## config.mk

```make
export PLATFORM = sky130hd
export DESIGN_NAME = sac_control
export DESIGN_NICKNAME = d
export VERILOG_FILES = /design/src/sac_pkg.sv /design/src/sac_prescaler.sv /design/src/sac_control.sv
export SDC_FILE = /design/constraint.sdc
export NUM_CORES = 1
export LEC_CHECK = 0
export ABC_AREA = 1
export BUFFER_PORTS_ARGS = -buffer_cell sky130_fd_sc_hd__buf_2
export CORE_MARGIN = 1.5
export CORE_UTILIZATION = 48
export CTS_BUF_LIST = sky130_fd_sc_hd__clkbuf_16
export DETAILED_ROUTE_END_ITERATION = 10
export GPL_TIMING_DRIVEN = 0
export MAX_ROUTING_LAYER = met4
export PLACE_DENSITY = 0.79
export SLEW_MARGIN = 30
export SYNTH_ARGS = -nofsm -noshare
export SYNTH_HDL_FRONTEND = slang
export SYNTH_SLANG_ARGS = --single-unit
```

## constraint.sdc

```tcl
create_clock -name ref_clk -period 3.65 [get_ports ref_clk]
set_clock_uncertainty 0.2 [all_clocks]
set_input_delay 0.73 -clock ref_clk [delete_from_list [all_inputs] [get_ports ref_clk]]
set_output_delay 0.73 -clock ref_clk [all_outputs]
set_load 0.005 [all_outputs]
```

## src/sac_pkg.sv

```systemverilog
// Package with constants, register map and types of the converter control block
`default_nettype none

package sac_pkg;

  ////////////////////////////////////////////////////////////////////////////////
  // Register map (byte offsets on the plain register port)
  localparam logic [7:0] SAC_OFS_STATUS = 8'h00;  // Status/control register
  localparam logic [7:0] SAC_OFS_RESULT = 8'h01;  // Result register
  localparam logic [7:0] SAC_OFS_CLOCK  = 8'h02;  // Clock control register

  ////////////////////////////////////////////////////////////////////////////////
  // Status/control field positions
  localparam int SAC_FLAG_BIT  = 7;  // Conversion done flag / interrupt route select
  localparam int SAC_IRQEN_BIT = 6;  // Conversion interrupt enable
  localparam int SAC_CONT_BIT  = 5;  // Continuous conversion
  localparam int SAC_CH_MSB    = 4;  // Channel select, top bit
  localparam int SAC_CH_LSB    = 0;  // Channel select, bottom bit

  // Clock control field positions
  localparam int SAC_DIV_MSB     = 7;  // Divider field, top bit
  localparam int SAC_DIV_LSB     = 5;  // Divider field, bottom bit
  localparam int SAC_CLKSEL_BIT  = 4;  // Input clock select

  ////////////////////////////////////////////////////////////////////////////////
  // Values after reset, and the first trial value
  localparam logic [4:0] SAC_CH_RST     = 5'h1F;  // Channel select starts powered off
  localparam logic [2:0] SAC_DIV_RST    = 3'h0;   // Divide by one
  localparam logic [7:0] SAC_RESULT_RST = 8'h00;  // Result register
  localparam logic [7:0] SAC_SAR_MSB    = 8'h80;  // First trial value

  ////////////////////////////////////////////////////////////////////////////////
  // Channel codes
  localparam logic [4:0] SAC_CH_LAST_PIN  = 5'h07;  // Highest external input
  localparam logic [4:0] SAC_CH_REF_HIGH  = 5'h1D;  // Internal high reference
  localparam logic [4:0] SAC_CH_GROUND    = 5'h1E;  // Internal analog ground
  localparam logic [4:0] SAC_CH_POWER_OFF = 5'h1F;  // Converter powered down

  ////////////////////////////////////////////////////////////////////////////////
  // Cycle counts, in converter clock ticks
  localparam logic [3:0] SAC_SAMPLE_TICKS = 4'h8;  // Sampling phase length
  localparam logic [2:0] SAC_LAST_BIT     = 3'h7;  // Index of first trial bit

  // Prescaler terminal counts (ratio minus one)
  localparam logic [3:0] SAC_TERM_DIV1  = 4'h0;
  localparam logic [3:0] SAC_TERM_DIV2  = 4'h1;
  localparam logic [3:0] SAC_TERM_DIV4  = 4'h3;
  localparam logic [3:0] SAC_TERM_DIV8  = 4'h7;
  localparam logic [3:0] SAC_TERM_DIV16 = 4'hF;

  ////////////////////////////////////////////////////////////////////////////////
  // Types
  typedef struct packed {
    logic [7:0] addr;   // Register offset
    logic [7:0] wdata;  // Write data
    logic       wr;     // Write strobe
    logic       rd;     // Read strobe
  } sac_bus_req_t;

  typedef struct packed {
    logic [7:0] pin_sel;       // One-hot external input select
    logic       ref_high_sel;  // Route high reference
    logic       ground_sel;    // Route analog ground
    logic       power_down;    // Analog section off
  } sac_mux_t;

  typedef enum logic [2:0] {
    SAC_IDLE   = 3'b001,
    SAC_SAMPLE = 3'b010,
    SAC_TRIAL  = 3'b100
  } sac_state_t;

endpackage : sac_pkg

`default_nettype wire

```

## src/sac_prescaler.sv

```systemverilog
// Prescaler that turns source ticks into converter clock ticks
`default_nettype none

module sac_prescaler (
  input  wire logic       ref_clk,   // Bus clock
  input  wire logic       rstn,      // Synchronous reset, active low
  input  wire logic       src_tick,  // One pulse per selected source clock
  input  wire logic [2:0] div_code,  // Divider field
  output logic            adc_tick   // One pulse per converter clock
);

  logic [3:0] count_reg;  // Source ticks seen in this period
  logic [3:0] term;       // Terminal count for the ratio

  ////////////////////////////////////////////////////////////////////////////////
  // Ratio decode; top bit set means divide by sixteen
  always_comb begin
    case (div_code)
      3'h0:    term = sac_pkg::SAC_TERM_DIV1;
      3'h1:    term = sac_pkg::SAC_TERM_DIV2;
      3'h2:    term = sac_pkg::SAC_TERM_DIV4;
      3'h3:    term = sac_pkg::SAC_TERM_DIV8;
      default: term = sac_pkg::SAC_TERM_DIV16;
    endcase
  end

  ////////////////////////////////////////////////////////////////////////////////
  // Counter; >= so a smaller ratio written mid-period wraps at once
  always_ff @(posedge ref_clk) begin
    if (!rstn) begin
      count_reg <= 4'h0;
      adc_tick  <= 1'b0;
    end else if (src_tick) begin
      if (count_reg >= term) begin
        count_reg <= 4'h0;
        adc_tick  <= 1'b1;
      end else begin
        count_reg <= count_reg + 4'h1;
        adc_tick  <= 1'b0;
      end
    end else begin
      adc_tick <= 1'b0;
    end
  end

endmodule : sac_prescaler

`default_nettype wire

```

## src/sac_control.sv

```systemverilog
// Top of the successive-approximation converter control block
//
// Our own choices: strobed register access and the address map.
`default_nettype none

module sac_control (
  input  wire logic                 ref_clk,         // Bus clock, 100 MHz
  input  wire logic                 rstn,            // Synchronous reset, active low
  input  wire sac_pkg::sac_bus_req_t bus_req,        // Register port request
  output logic [7:0]                rd_data,         // Read data, cycle after read strobe
  output logic                      irq,             // Conversion interrupt request
  input  wire logic                 crystal_clock,   // Crystal clock pin
  input  wire logic                 comparator_high, // Analog input at or above trial
  output logic [7:0]                dac_code,        // Trial code to the comparator DAC
  output logic                      sample_enable,   // Sampling switch closed
  output sac_pkg::sac_mux_t         mux_ctrl,        // Analog multiplexer controls
  input  wire logic [7:0]           port_read_in,    // Port read values from port logic
  output logic [7:0]                port_read_out,   // Port read values after masking
  output logic [7:0]                port_force_input // Pins taken over by the converter
);

  ////////////////////////////////////////////////////////////////////////////////
  // Declarations
  logic       irqen_reg;        // Conversion interrupt enable
  logic       cont_reg;         // Continuous conversion
  logic [4:0] channel_reg;      // Channel select
  logic [2:0] div_reg;          // Clock divider field
  logic       clksel_reg;       // Input clock select, 1 = bus clock
  logic [7:0] result_reg;       // Last conversion result
  logic       flag_reg;         // Done flag, or route select while interrupts on
  logic       irq_pending_reg;  // Pending interrupt request
  logic       first_done_reg;   // A completion seen since the last control write
  logic [7:0] sar_reg;          // Approximation register
  logic [2:0] bit_reg;          // Bit under trial
  logic [3:0] tick_cnt_reg;     // Ticks spent sampling
  logic [7:0] rd_data_reg;      // Registered read data
  logic [7:0] pin_sel_reg;      // One-hot external input select
  logic       ref_high_reg;     // High reference routed
  logic       ground_reg;       // Ground routed
  logic       power_down_reg;   // Analog section off
  logic [7:0] port_read_reg;    // Masked port read values
  logic [2:0] xtal_sync_reg;    // Crystal pin synchroniser chain
  logic       xtal_level_reg;   // Accepted crystal level
  logic       xtal_rise;        // Accepted rising edge of the crystal clock
  logic       src_tick;         // Selected source tick
  logic       adc_tick;         // Converter clock tick
  logic       wr_status;        // Write to status/control
  logic       wr_clock;         // Write to clock control
  logic       rd_result;        // Read of result
  logic       start_req;        // Write that starts a conversion
  logic       conv_done;        // Last trial decided this cycle
  logic       set_flag;         // Done flag should set now
  logic [7:0] final_code;       // Result with the last bit decided
  logic [7:0] status_value;     // Status/control read value
  logic [7:0] clock_value;      // Clock control read value
  sac_pkg::sac_state_t state_reg;  // Conversion sequencer state

  ////////////////////////////////////////////////////////////////////////////////
  // Access decode
  assign wr_status = bus_req.wr && (bus_req.addr == sac_pkg::SAC_OFS_STATUS);
  assign wr_clock  = bus_req.wr && (bus_req.addr == sac_pkg::SAC_OFS_CLOCK);
  assign rd_result = bus_req.rd && (bus_req.addr == sac_pkg::SAC_OFS_RESULT);

  // A write with the power-off code never starts anything
  assign start_req = wr_status &&
                     (bus_req.wdata[sac_pkg::SAC_CH_MSB:sac_pkg::SAC_CH_LSB]
                      != sac_pkg::SAC_CH_POWER_OFF);

  ////////////////////////////////////////////////////////////////////////////////
  // Control fields of the status/control register
  always_ff @(posedge ref_clk) begin
    if (!rstn) begin
      irqen_reg   <= 1'b0;
      cont_reg    <= 1'b0;
      channel_reg <= sac_pkg::SAC_CH_RST;
    end else if (wr_status) begin
      irqen_reg   <= bus_req.wdata[sac_pkg::SAC_IRQEN_BIT];
      cont_reg    <= bus_req.wdata[sac_pkg::SAC_CONT_BIT];
      channel_reg <= bus_req.wdata[sac_pkg::SAC_CH_MSB:sac_pkg::SAC_CH_LSB];
    end
  end

  ////////////////////////////////////////////////////////////////////////////////
  // Clock control register
  always_ff @(posedge ref_clk) begin
    if (!rstn) begin
      div_reg    <= sac_pkg::SAC_DIV_RST;
      clksel_reg <= 1'b0;
    end else if (wr_clock) begin
      div_reg    <= bus_req.wdata[sac_pkg::SAC_DIV_MSB:sac_pkg::SAC_DIV_LSB];
      clksel_reg <= bus_req.wdata[sac_pkg::SAC_CLKSEL_BIT];
    end
  end

  ////////////////////////////////////////////////////////////////////////////////
  // Crystal pin synchroniser; a level counts once stages two and three agree
  always_ff @(posedge ref_clk) begin
    if (!rstn) begin
      xtal_sync_reg  <= 3'h0;
      xtal_level_reg <= 1'b0;
    end else begin
      xtal_sync_reg <= {xtal_sync_reg[1:0], crystal_clock};
      if (xtal_sync_reg[1] == xtal_sync_reg[2]) begin
        xtal_level_reg <= xtal_sync_reg[2];
      end
    end
  end

  // Crystal must be well below a quarter of the bus clock to be seen cleanly
  assign xtal_rise = (xtal_sync_reg[1] == xtal_sync_reg[2]) && xtal_sync_reg[2] &&
                     !xtal_level_reg;

  // Source choice: bus clock ticks every cycle
  assign src_tick = clksel_reg ? 1'b1 : xtal_rise;

  ////////////////////////////////////////////////////////////////////////////////
  // Free-running prescaler; its phase against the start write gives 15 to 16 tick periods
  sac_prescaler u_prescaler (
    .ref_clk  (ref_clk),
    .rstn     (rstn),
    .src_tick (src_tick),
    .div_code (div_reg),
    .adc_tick (adc_tick)
  );

  ////////////////////////////////////////////////////////////////////////////////
  // Completion of the last trial bit
  assign conv_done  = (state_reg == sac_pkg::SAC_TRIAL) && adc_tick && (bit_reg == 3'h0);
  assign final_code = comparator_high ? sar_reg : (sar_reg & 8'hFE);

  ////////////////////////////////////////////////////////////////////////////////
  // Sequencer: eight sampling ticks, then eight trial ticks
  always_ff @(posedge ref_clk) begin
    if (!rstn) begin
      state_reg    <= sac_pkg::SAC_IDLE;
      sar_reg      <= 8'h00;
      bit_reg      <= 3'h0;
      tick_cnt_reg <= 4'h0;
    end else if (wr_status) begin
      // Any control write aborts; it restarts the conversion unless it writes the power-off code
      tick_cnt_reg <= 4'h0;
      bit_reg      <= sac_pkg::SAC_LAST_BIT;
      sar_reg      <= 8'h00;
      if (start_req) begin
        state_reg <= sac_pkg::SAC_SAMPLE;
      end else begin
        state_reg <= sac_pkg::SAC_IDLE;
      end
    end else begin
      case (state_reg)
        sac_pkg::SAC_IDLE: begin
          // Waits for a control write
          state_reg <= sac_pkg::SAC_IDLE;
        end
        sac_pkg::SAC_SAMPLE: begin
          if (adc_tick) begin
            if (tick_cnt_reg == sac_pkg::SAC_SAMPLE_TICKS - 4'h1) begin
              state_reg <= sac_pkg::SAC_TRIAL;
              bit_reg   <= sac_pkg::SAC_LAST_BIT;
              sar_reg   <= sac_pkg::SAC_SAR_MSB;
            end else begin
              tick_cnt_reg <= tick_cnt_reg + 4'h1;
            end
          end
        end
        sac_pkg::SAC_TRIAL: begin
          if (adc_tick) begin
            if (bit_reg == 3'h0) begin
              tick_cnt_reg <= 4'h0;
              sar_reg      <= 8'h00;
              bit_reg      <= sac_pkg::SAC_LAST_BIT;
              if (cont_reg) begin
                state_reg <= sac_pkg::SAC_SAMPLE;
              end else begin
                state_reg <= sac_pkg::SAC_IDLE;
              end
            end else begin
              // Keep the bit if input is at or above, then try the next one
              sar_reg[bit_reg]        <= comparator_high;
              sar_reg[bit_reg - 3'h1] <= 1'b1;
              bit_reg                 <= bit_reg - 3'h1;
            end
          end
        end
        default: begin
          state_reg <= sac_pkg::SAC_IDLE;
        end
      endcase
    end
  end

  ////////////////////////////////////////////////////////////////////////////////
  // Result register, overwritten whether read or not
  always_ff @(posedge ref_clk) begin
    if (!rstn) begin
      result_reg <= sac_pkg::SAC_RESULT_RST;
    end else if (conv_done) begin
      result_reg <= final_code;
    end
  end

  ////////////////////////////////////////////////////////////////////////////////
  // Done flag; in continuous mode only the first completion after a write sets it
  assign set_flag = conv_done && !irqen_reg && (!cont_reg || !first_done_reg);

  always_ff @(posedge ref_clk) begin
    if (!rstn) begin
      first_done_reg <= 1'b0;
    end else if (conv_done) begin
      first_done_reg <= 1'b1;
    end else if (wr_status) begin
      first_done_reg <= 1'b0;
    end
  end

  // Set wins over a clear in the same cycle
  always_ff @(posedge ref_clk) begin
    if (!rstn) begin
      flag_reg <= 1'b0;
    end else if (set_flag) begin
      flag_reg <= 1'b1;
    end else if (wr_status) begin
      // Writable route select only while interrupts are enabled
      flag_reg <= bus_req.wdata[sac_pkg::SAC_IRQEN_BIT] &&
                  bus_req.wdata[sac_pkg::SAC_FLAG_BIT];
    end else if (rd_result && !irqen_reg) begin
      flag_reg <= 1'b0;
    end
  end

  ////////////////////////////////////////////////////////////////////////////////
  // Interrupt request; a set route bit masks it since no other server exists
  always_ff @(posedge ref_clk) begin
    if (!rstn) begin
      irq_pending_reg <= 1'b0;
    end else if (conv_done && irqen_reg) begin
      irq_pending_reg <= 1'b1;
    end else if (wr_status || rd_result) begin
      irq_pending_reg <= 1'b0;
    end
  end

  assign irq = irq_pending_reg && !flag_reg;

  ////////////////////////////////////////////////////////////////////////////////
  // Multiplexer decode; reserved codes route nothing and give an undefined result
  genvar gi;
  generate
    for (gi = 0; gi < 8; gi++) begin : g_pin
      always_ff @(posedge ref_clk) begin
        if (!rstn) begin
          pin_sel_reg[gi] <= 1'b0;
        end else begin
          pin_sel_reg[gi] <= (channel_reg == 5'(gi));
        end
      end
    end
  endgenerate

  always_ff @(posedge ref_clk) begin
    if (!rstn) begin
      ref_high_reg   <= 1'b0;
      ground_reg     <= 1'b0;
      power_down_reg <= 1'b1;
    end else begin
      ref_high_reg   <= (channel_reg == sac_pkg::SAC_CH_REF_HIGH);
      ground_reg     <= (channel_reg == sac_pkg::SAC_CH_GROUND);
      power_down_reg <= (channel_reg == sac_pkg::SAC_CH_POWER_OFF);
    end
  end

  assign mux_ctrl.pin_sel      = pin_sel_reg;
  assign mux_ctrl.ref_high_sel = ref_high_reg;
  assign mux_ctrl.ground_sel   = ground_reg;
  assign mux_ctrl.power_down   = power_down_reg;

  ////////////////////////////////////////////////////////////////////////////////
  // Port takeover: selected pin is an input and reads back as zero
  always_ff @(posedge ref_clk) begin
    if (!rstn) begin
      port_read_reg <= 8'h00;
    end else begin
      port_read_reg <= port_read_in & ~pin_sel_reg;
    end
  end

  assign port_force_input = pin_sel_reg;
  assign port_read_out    = port_read_reg;

  ////////////////////////////////////////////////////////////////////////////////
  // Analog drive
  assign dac_code      = sar_reg;
  assign sample_enable = (state_reg == sac_pkg::SAC_SAMPLE);

  ////////////////////////////////////////////////////////////////////////////////
  // Read data, one cycle after the strobe; unmapped reads give zero
  assign status_value = {flag_reg, irqen_reg, cont_reg, channel_reg};
  assign clock_value  = {div_reg, clksel_reg, 4'h0};

  always_ff @(posedge ref_clk) begin
    if (!rstn) begin
      rd_data_reg <= 8'h00;
    end else if (bus_req.rd) begin
      case (bus_req.addr)
        sac_pkg::SAC_OFS_STATUS: rd_data_reg <= status_value;
        sac_pkg::SAC_OFS_RESULT: rd_data_reg <= result_reg;
        sac_pkg::SAC_OFS_CLOCK:  rd_data_reg <= clock_value;
        default:                 rd_data_reg <= 8'h00;
      endcase
    end else begin
      rd_data_reg <= 8'h00;
    end
  end

  assign rd_data = rd_data_reg;

endmodule : sac_control

`default_nettype wire

```

# --- Word level (Yosys, flattened, before mapping) ---
# Index checks and enable logic that the tools add are counted.
word_totals:
  reg_bits: 76
  latch_bits: 0
  word_cells: 152
  out_inout_bits: 45
  ram_bits: 0
  mem_count: 0
  romBits: 0
  input_bits: 30
op_classes:
  add_sub_neg: 3
  div_mod_pow: 0
  eq_ne: 29
  magnitude_cmp: 5
  multipliers: 0
  muxes: 42
  shifts: 0
  bitwise_logic: 4
  reduce_logical: 39
op_table:
  columns: ["operator", "n"]
  rows:
  - ["$mux W8", 4]
  - ["$mux W3", 10]
  - ["$pmux W8 S3", 1]
  - ["$eq A5 B3 Y1 const B", 4]
  - ["$mux W4", 5]
  - ["$logic_and A1 B1 Y1", 16]
  - ["$pmux W4 S4", 1]
  - ["$pmux W8 S2", 1]
  - ["$eq A5 B5 Y1 const B", 3]
  - ["$mux W1", 12]
  - ["$pmux W3 S2", 2]
  - ["$reduce_and A4 Y1", 3]
  - ["$eq A5 B2 Y1 const B", 2]
  - ["$eq A3 B2 Y1 const B", 3]
  - ["$add A4 B1 Y4 const B", 2]
  - ["$and A8 B8 Y8", 1]
  - ["$bwmux W8", 1]
  - ["$eq A8 B1 Y1 const B", 1]
  - ["$eq A8 B2 Y1 const B", 1]
  - ["$logic_not A8 Y1", 1]
  - ["$lt A3 B4 Y1 const B", 2]
  - ["$ne A2 B1 Y1 const B", 4]
  - ["$not A8 Y8", 1]
  - ["$or A8 B8 Y8", 1]
  - ["25 further kinds", 40]

# --- Longest topological paths before layout ---
logic_depth:
  word_depth: 9
  mapped_depth: 13
  depth_no_buf: 10

# --- Hierarchy ---
# From an unflattened synthesis, not the netlist that was laid out.
hier_totals:
  hier_cells: 490
  area_unflattened_um2: 3603.5
modules_own_cells:
  columns: ["mod", "cells_each", "seq_area_each_um2", "area_each_um2", "n_inst"]
  rows:
  - ["sac_control", 449, 1421.4, 3265.6, 1]
  - ["sac_prescaler", 41, 100.1, 337.8, 1]

# --- Least setup slack after synthesis ---
# No wires, ideal clock.
synth_path:
  kind: "input -> register"
  start: "input port bus_req[17] in the netlist's numbering"
  end: "register state_reg[1]"
  t_required_ns: 3.334
  setup_slack_ns: 1.864
  t_arrival_ns: 1.470
  setup_time_ns: 0.116
  path_buffers: 1
  path_stages: 9
  cell_sequence: "nor2_1 nand2_1 nor2_2 nand2_2 buf_4 nand3_1 nand2_1 nor2_1 nor2_1"
synth_between:
  elab_chain_cells: 5
  word_cells_on_any_way: 10
  cone_classes: "4 x eq/ne; 2 x mux; 4 x reduce/logical"
synth_rtl:
  columns: ["element", "line", "source"]
  rows:
  - ["start: declaration", "sac_control.sv:9", "input wire sac_pkg::sac_bus_req_t bus_req,"]
  - ["$logic_not A8 Y1 *", "sac_control.sv:60", "assign wr_status = bus_req.wr && (bus_req.addr == sac_pkg::SAC_OFS_STATUS);"]
  - ["$logic_and A1 B1 Y1 *", "sac_control.sv:60", null]
  - ["branches (longest 3 deep; another with $reduce_and A4 Y1)", null, null]
  - ["end signal: assignment", "sac_control.sv:145", "state_reg <= sac_pkg::SAC_SAMPLE;"]
  - ["end signal: assignment", "sac_control.sv:147", "state_reg <= sac_pkg::SAC_IDLE;"]
  - ["end signal: assignment", "sac_control.sv:153", "state_reg <= sac_pkg::SAC_IDLE;"]
  - ["end: declaration", "sac_control.sv:56", "sac_pkg::sac_state_t state_reg;"]
# Every way passes the cells marked *.
# A chain may end at the register's enable or synchronous reset.

# --- Worst setup path in the final report ---
layout_path:
  start: "register state_reg[2]"
  end: "output port sample_enable"
layout_between:
  elab_chain_cells: 1
layout_rtl:
  columns: ["element", "line", "source"]
  rows:
  - ["start signal: assignment", "sac_control.sv:135", "state_reg <= sac_pkg::SAC_IDLE;"]
  - ["start signal: assignment", "sac_control.sv:145", null]
  - ["start signal: assignment", "sac_control.sv:147", null]
  - ["$eq A3 B2 Y1", "sac_control.sv:293", "assign sample_enable = (state_reg == sac_pkg::SAC_SAMPLE);"]
  - ["end: declaration", "sac_control.sv:15", "output logic sample_enable,"]
# Every way passes these cells.

==> results.md <==
Route:
- After detailed routing, the number of vias per cell comes to 5.09.
- The residual antenna-violating net count after detailed routing is 0.
- The mean routed wirelength per cell is 12.1 um.
- The count of routing violations after the opening detailed-route iteration is 217.
- For this run, the detailed router's first-pass iteration total came to 5.
- The overall via count from detail_route is 3,377.
- In the routed design, unresolved DRC markers number 0.
- The routed design has 8.05 mm of wire.

Global route:
- The via count of the first global-routing pass is 2,997.
- The number of antenna violations at the first check in global routing was 0.
- The first global-routing pass estimated 13.1 mm of wire.
- The total global routing track utilization is 0.221.
- The pin count of the biggest net entering global routing is 16.
- Summed over all layers, the global routing overflow is 0.

Clocking:
- The post-cts repair resize count is 0.
- In this run, post-CTS hold repair placed 0 buffers.
- The root buffer cell chosen for the clock tree is sky130_fd_sc_hd__clkbuf_16.
- Buffers inserted during clock tree synthesis total 9.
- After clock tree synthesis, the clock-pin slew on the worst setup and hold paths is 0.06 ns.
- The number of sinks on the clock net is 76.
- The buffers inserted during post-CTS setup optimization is 0.
- No sink is reached through more buffers than the 2 on the longest clock path.
- The H-tree was split into 3 levels.
- The TritonCTS clock tree is yes.
- The clock reaches the later pin of the worst-skew pair after 0.33 ns.

Synth:
- After synthesis, the most frequently instantiated cells are sky130_fd_sc_hd__nand2_1, sky130_fd_sc_hd__dfxtp_1, sky130_fd_sc_hd__nor2_1.
- The library cell occupying the most area in the post-synthesis netlist is sky130_fd_sc_hd__dfxtp_1.
- The synthesized instance count is 475.
- Counting distinct cell types in the post-synthesis netlist gives 32.
- The part of the Yosys area used for sequential elements is 0.431.
- The number of warnings issued by yosys is 0.
- Of all flip-flops after synthesis, the portion carrying an async set or reset was 0.
- Sorting the synthesized cells by area gives the leading types as sky130_fd_sc_hd__dfxtp_1, sky130_fd_sc_hd__nand2_1, sky130_fd_sc_hd__nor2_1, sky130_fd_sc_hd__nand3_1, sky130_fd_sc_hd__buf_4.
- The most frequent cell after synthesis is sky130_fd_sc_hd__nand2_1.
- In this run, synthesis inferred 0 flip-flops with an integrated enable.
- The share of synthesized area in the top cell type comes to 0.431.
- Among all flip-flop cells after synthesis, the most frequent one is sky130_fd_sc_hd__dfxtp_1.
- The synthesized area is 0.00353 sq mm.
- Dividing the synthesized area by the synthesized cell count gives 7.43 sq um.
- The synthesized design contains 76 register bits.
- Synthesis produced a netlist with a net count of 514.

Power and ir drop:
- The power density over the cells is 404 mW/mm^2.
- The total chip power is 1.74 mW.
- The leakage power of the design is 2.11 nW.
- The peak ir drop on the vdd network is 0.255 mV.

Final layout:
- After the last flow step, the layout net total stands at 599.
- The synthesis-to-layout area growth is 22.0%.
- The final design utilization is 0.601.
- The total area of sequential cells is 0.00152 sq mm.
- The finished cells cover 0.00431 sq mm.
- The share of layout cells above drive strength 1 is 0.251.
- The fill cell instance count of the final layout is 678.
- The final standard cell count with taps included and fillers excluded is 664.
- The multi-input combinational cell area is 0.00163 sq mm.
- The number of diodes added for antenna fixing is 0.

Critical path:
- The worst setup path is captured at a primary output.
- The worst register-to-register path ends at bit_reg[2].
- The count of cells along the worst register-to-register path is 10.
- The worst register-to-register path has a setup slack of 1.67 ns.
- Of all nets on the critical path, the largest fanout is 6.
- The data required time of the critical path is 2.72 ns.
- The start point of the critical path is state_reg[2].
- The critical path launch point type is a flip-flop.
- The critical path is of the reg -> out type.
- The startpoint identified for the worst register-to-register timing path is bit_reg[0].
- The endpoint arrival time on the critical path is 1.16 ns.

Hold path:
- The class of the tightest hold or removal check is reg -> reg.
- The worst hold path cell count is 2.
- The worst hold path begins at xtal_sync_reg[0].
- The path with the worst hold slack has its endpoint at xtal_sync_reg[1].

Timing:
- The worst pin sits at a relative slew slack of 0.633.
- The final number of setup-violating endpoints is 0.
- The final hold violation count is 0.
- The measured slew at the worst slew-check pin is 0.549 ns.
- Setup total negative slack on the finished layout was measured at 0 ns.
- The final number of max-transition violations was 0.
- The shortest clock period the worst path allows after layout is 2.09 ns.
- Based on the critical path, the design can be clocked at up to 0.478 GHz.
- The post-route fraction of the period consumed by the critical path is 0.573.
- Setup repair after global routing left no endpoint under its margin.

Die:
- 75 I/O pins were placed.
- The die is 88.8 um tall.
- The core outline area is 0.00718 sq mm.
- The site row count is 31.
- The die area is 0.00788 sq mm.
- The initial core utilization is 0.492.
- The die width is 88.8 um.

Placed design:
- Summed over all nets, the half-perimeter wirelength after detailed placement is 5.94 mm.
- Routability-driven placement finished with a final weighted congestion of 0.890.
- Port buffering added 74 buffers.
- The area after detailed placement is 0.00403 sq mm.
- The number of instances in the placed design is 648.

Outcome:
- The flow ran to the end, and the final reports show no timing, DRC or antenna violations.

Flow run:
- The max-capacitance violation count is 0.
## through the flow
stage / hold WS (ns) / setup WS (ns)
after floorplan: 0.190 / 1.86
after global placement: 0.193 / 1.57
after detailed placement: 0.203 / 1.56
after CTS: 0.219 / 1.54
after global routing: 0.224 / 1.48
final: 0.213 / 1.56
## final cells by class
class | count | area share
clock inverters | 7 | 0.0136
flip-flops and latches | 76 | 0.353
inverters | 43 | 0.0386
clock buffers | 9 | 0.0523
plain buffers | 30 | 0.0491
well taps | 99 | 0.0287
multi-input cells | 326 | 0.379
repair buffers | 74 | 0.0859
## cells by family after synthesis
| logic type | share of synthesized area |
|---|---|
| compound gates | 0.106 |
| flops | 0.431 |
| simple gates | 0.317 |
| buf+inv | 0.107 |
| xor+xnor | 0.00744 |
| fa+ha+maj | 0.0319 |
## metal layers
metal	share of wire	vias up	GRT usage
li1	-	1699	-
met1	0.44	1550	0.260
met2	0.48	108	0.360
met3	0.060	20	0.0606
met4	0.021	0	0.0838
met5	0	-	-
## worst max-delay path: stages, from the launching register on
cell	delay [ns]
sky130_fd_sc_hd__dfxtp_1	0.39
sky130_fd_sc_hd__nor3_4	0.28
sky130_fd_sc_hd__buf_2	0.16
## cell usage in the layout (no fill, tap or decap), types with 2 or more instances in the layout
master	count
sky130_fd_sc_hd__ha_1	9
sky130_fd_sc_hd__nand2_1	111
sky130_fd_sc_hd__a21oi_1	24
sky130_fd_sc_hd__nand2_2	6
sky130_fd_sc_hd__o21ai_0	25
sky130_fd_sc_hd__inv_6	2
sky130_fd_sc_hd__nor2_1	64
sky130_fd_sc_hd__nand3_1	36
sky130_fd_sc_hd__clkinv_4	2
sky130_fd_sc_hd__buf_2	78
sky130_fd_sc_hd__buf_6	2
sky130_fd_sc_hd__o21ai_1	2
sky130_fd_sc_hd__a31oi_1	2
sky130_fd_sc_hd__dfxtp_1	76
sky130_fd_sc_hd__xor2_1	3
sky130_fd_sc_hd__nor3_2	2
sky130_fd_sc_hd__nor3_4	2
sky130_fd_sc_hd__nand3b_1	3
sky130_fd_sc_hd__nand2_4	3
sky130_fd_sc_hd__clkbuf_1	3
sky130_fd_sc_hd__nor2_4	3
sky130_fd_sc_hd__buf_4	21
sky130_fd_sc_hd__nand4_1	7
sky130_fd_sc_hd__clkbuf_16	9
sky130_fd_sc_hd__inv_1	36
sky130_fd_sc_hd__inv_4	2
sky130_fd_sc_hd__inv_2	5
sky130_fd_sc_hd__o211ai_1	11
sky130_fd_sc_hd__nor3_1	7
## worst max-delay path by stage
stage               slack (ns)       endpoint
finish                    1.56  sample_enable
global route              1.48  sample_enable
CTS                       1.54  sample_enable
detailed placement        1.56   state_reg[1]
global placement          1.57   state_reg[0]
floorplan                 1.86   state_reg[1]
## power by group
part           internal [mW]  leakage [nW]  total (mW)  switching, mW
Sequential             0.836         0.615       0.839        0.00220
Combinational         0.0238          1.36      0.0612         0.0375
Clock                  0.471         0.138       0.839          0.368
Total                   1.33          2.11        1.74          0.408
Power figures use the tool's default switching activity.
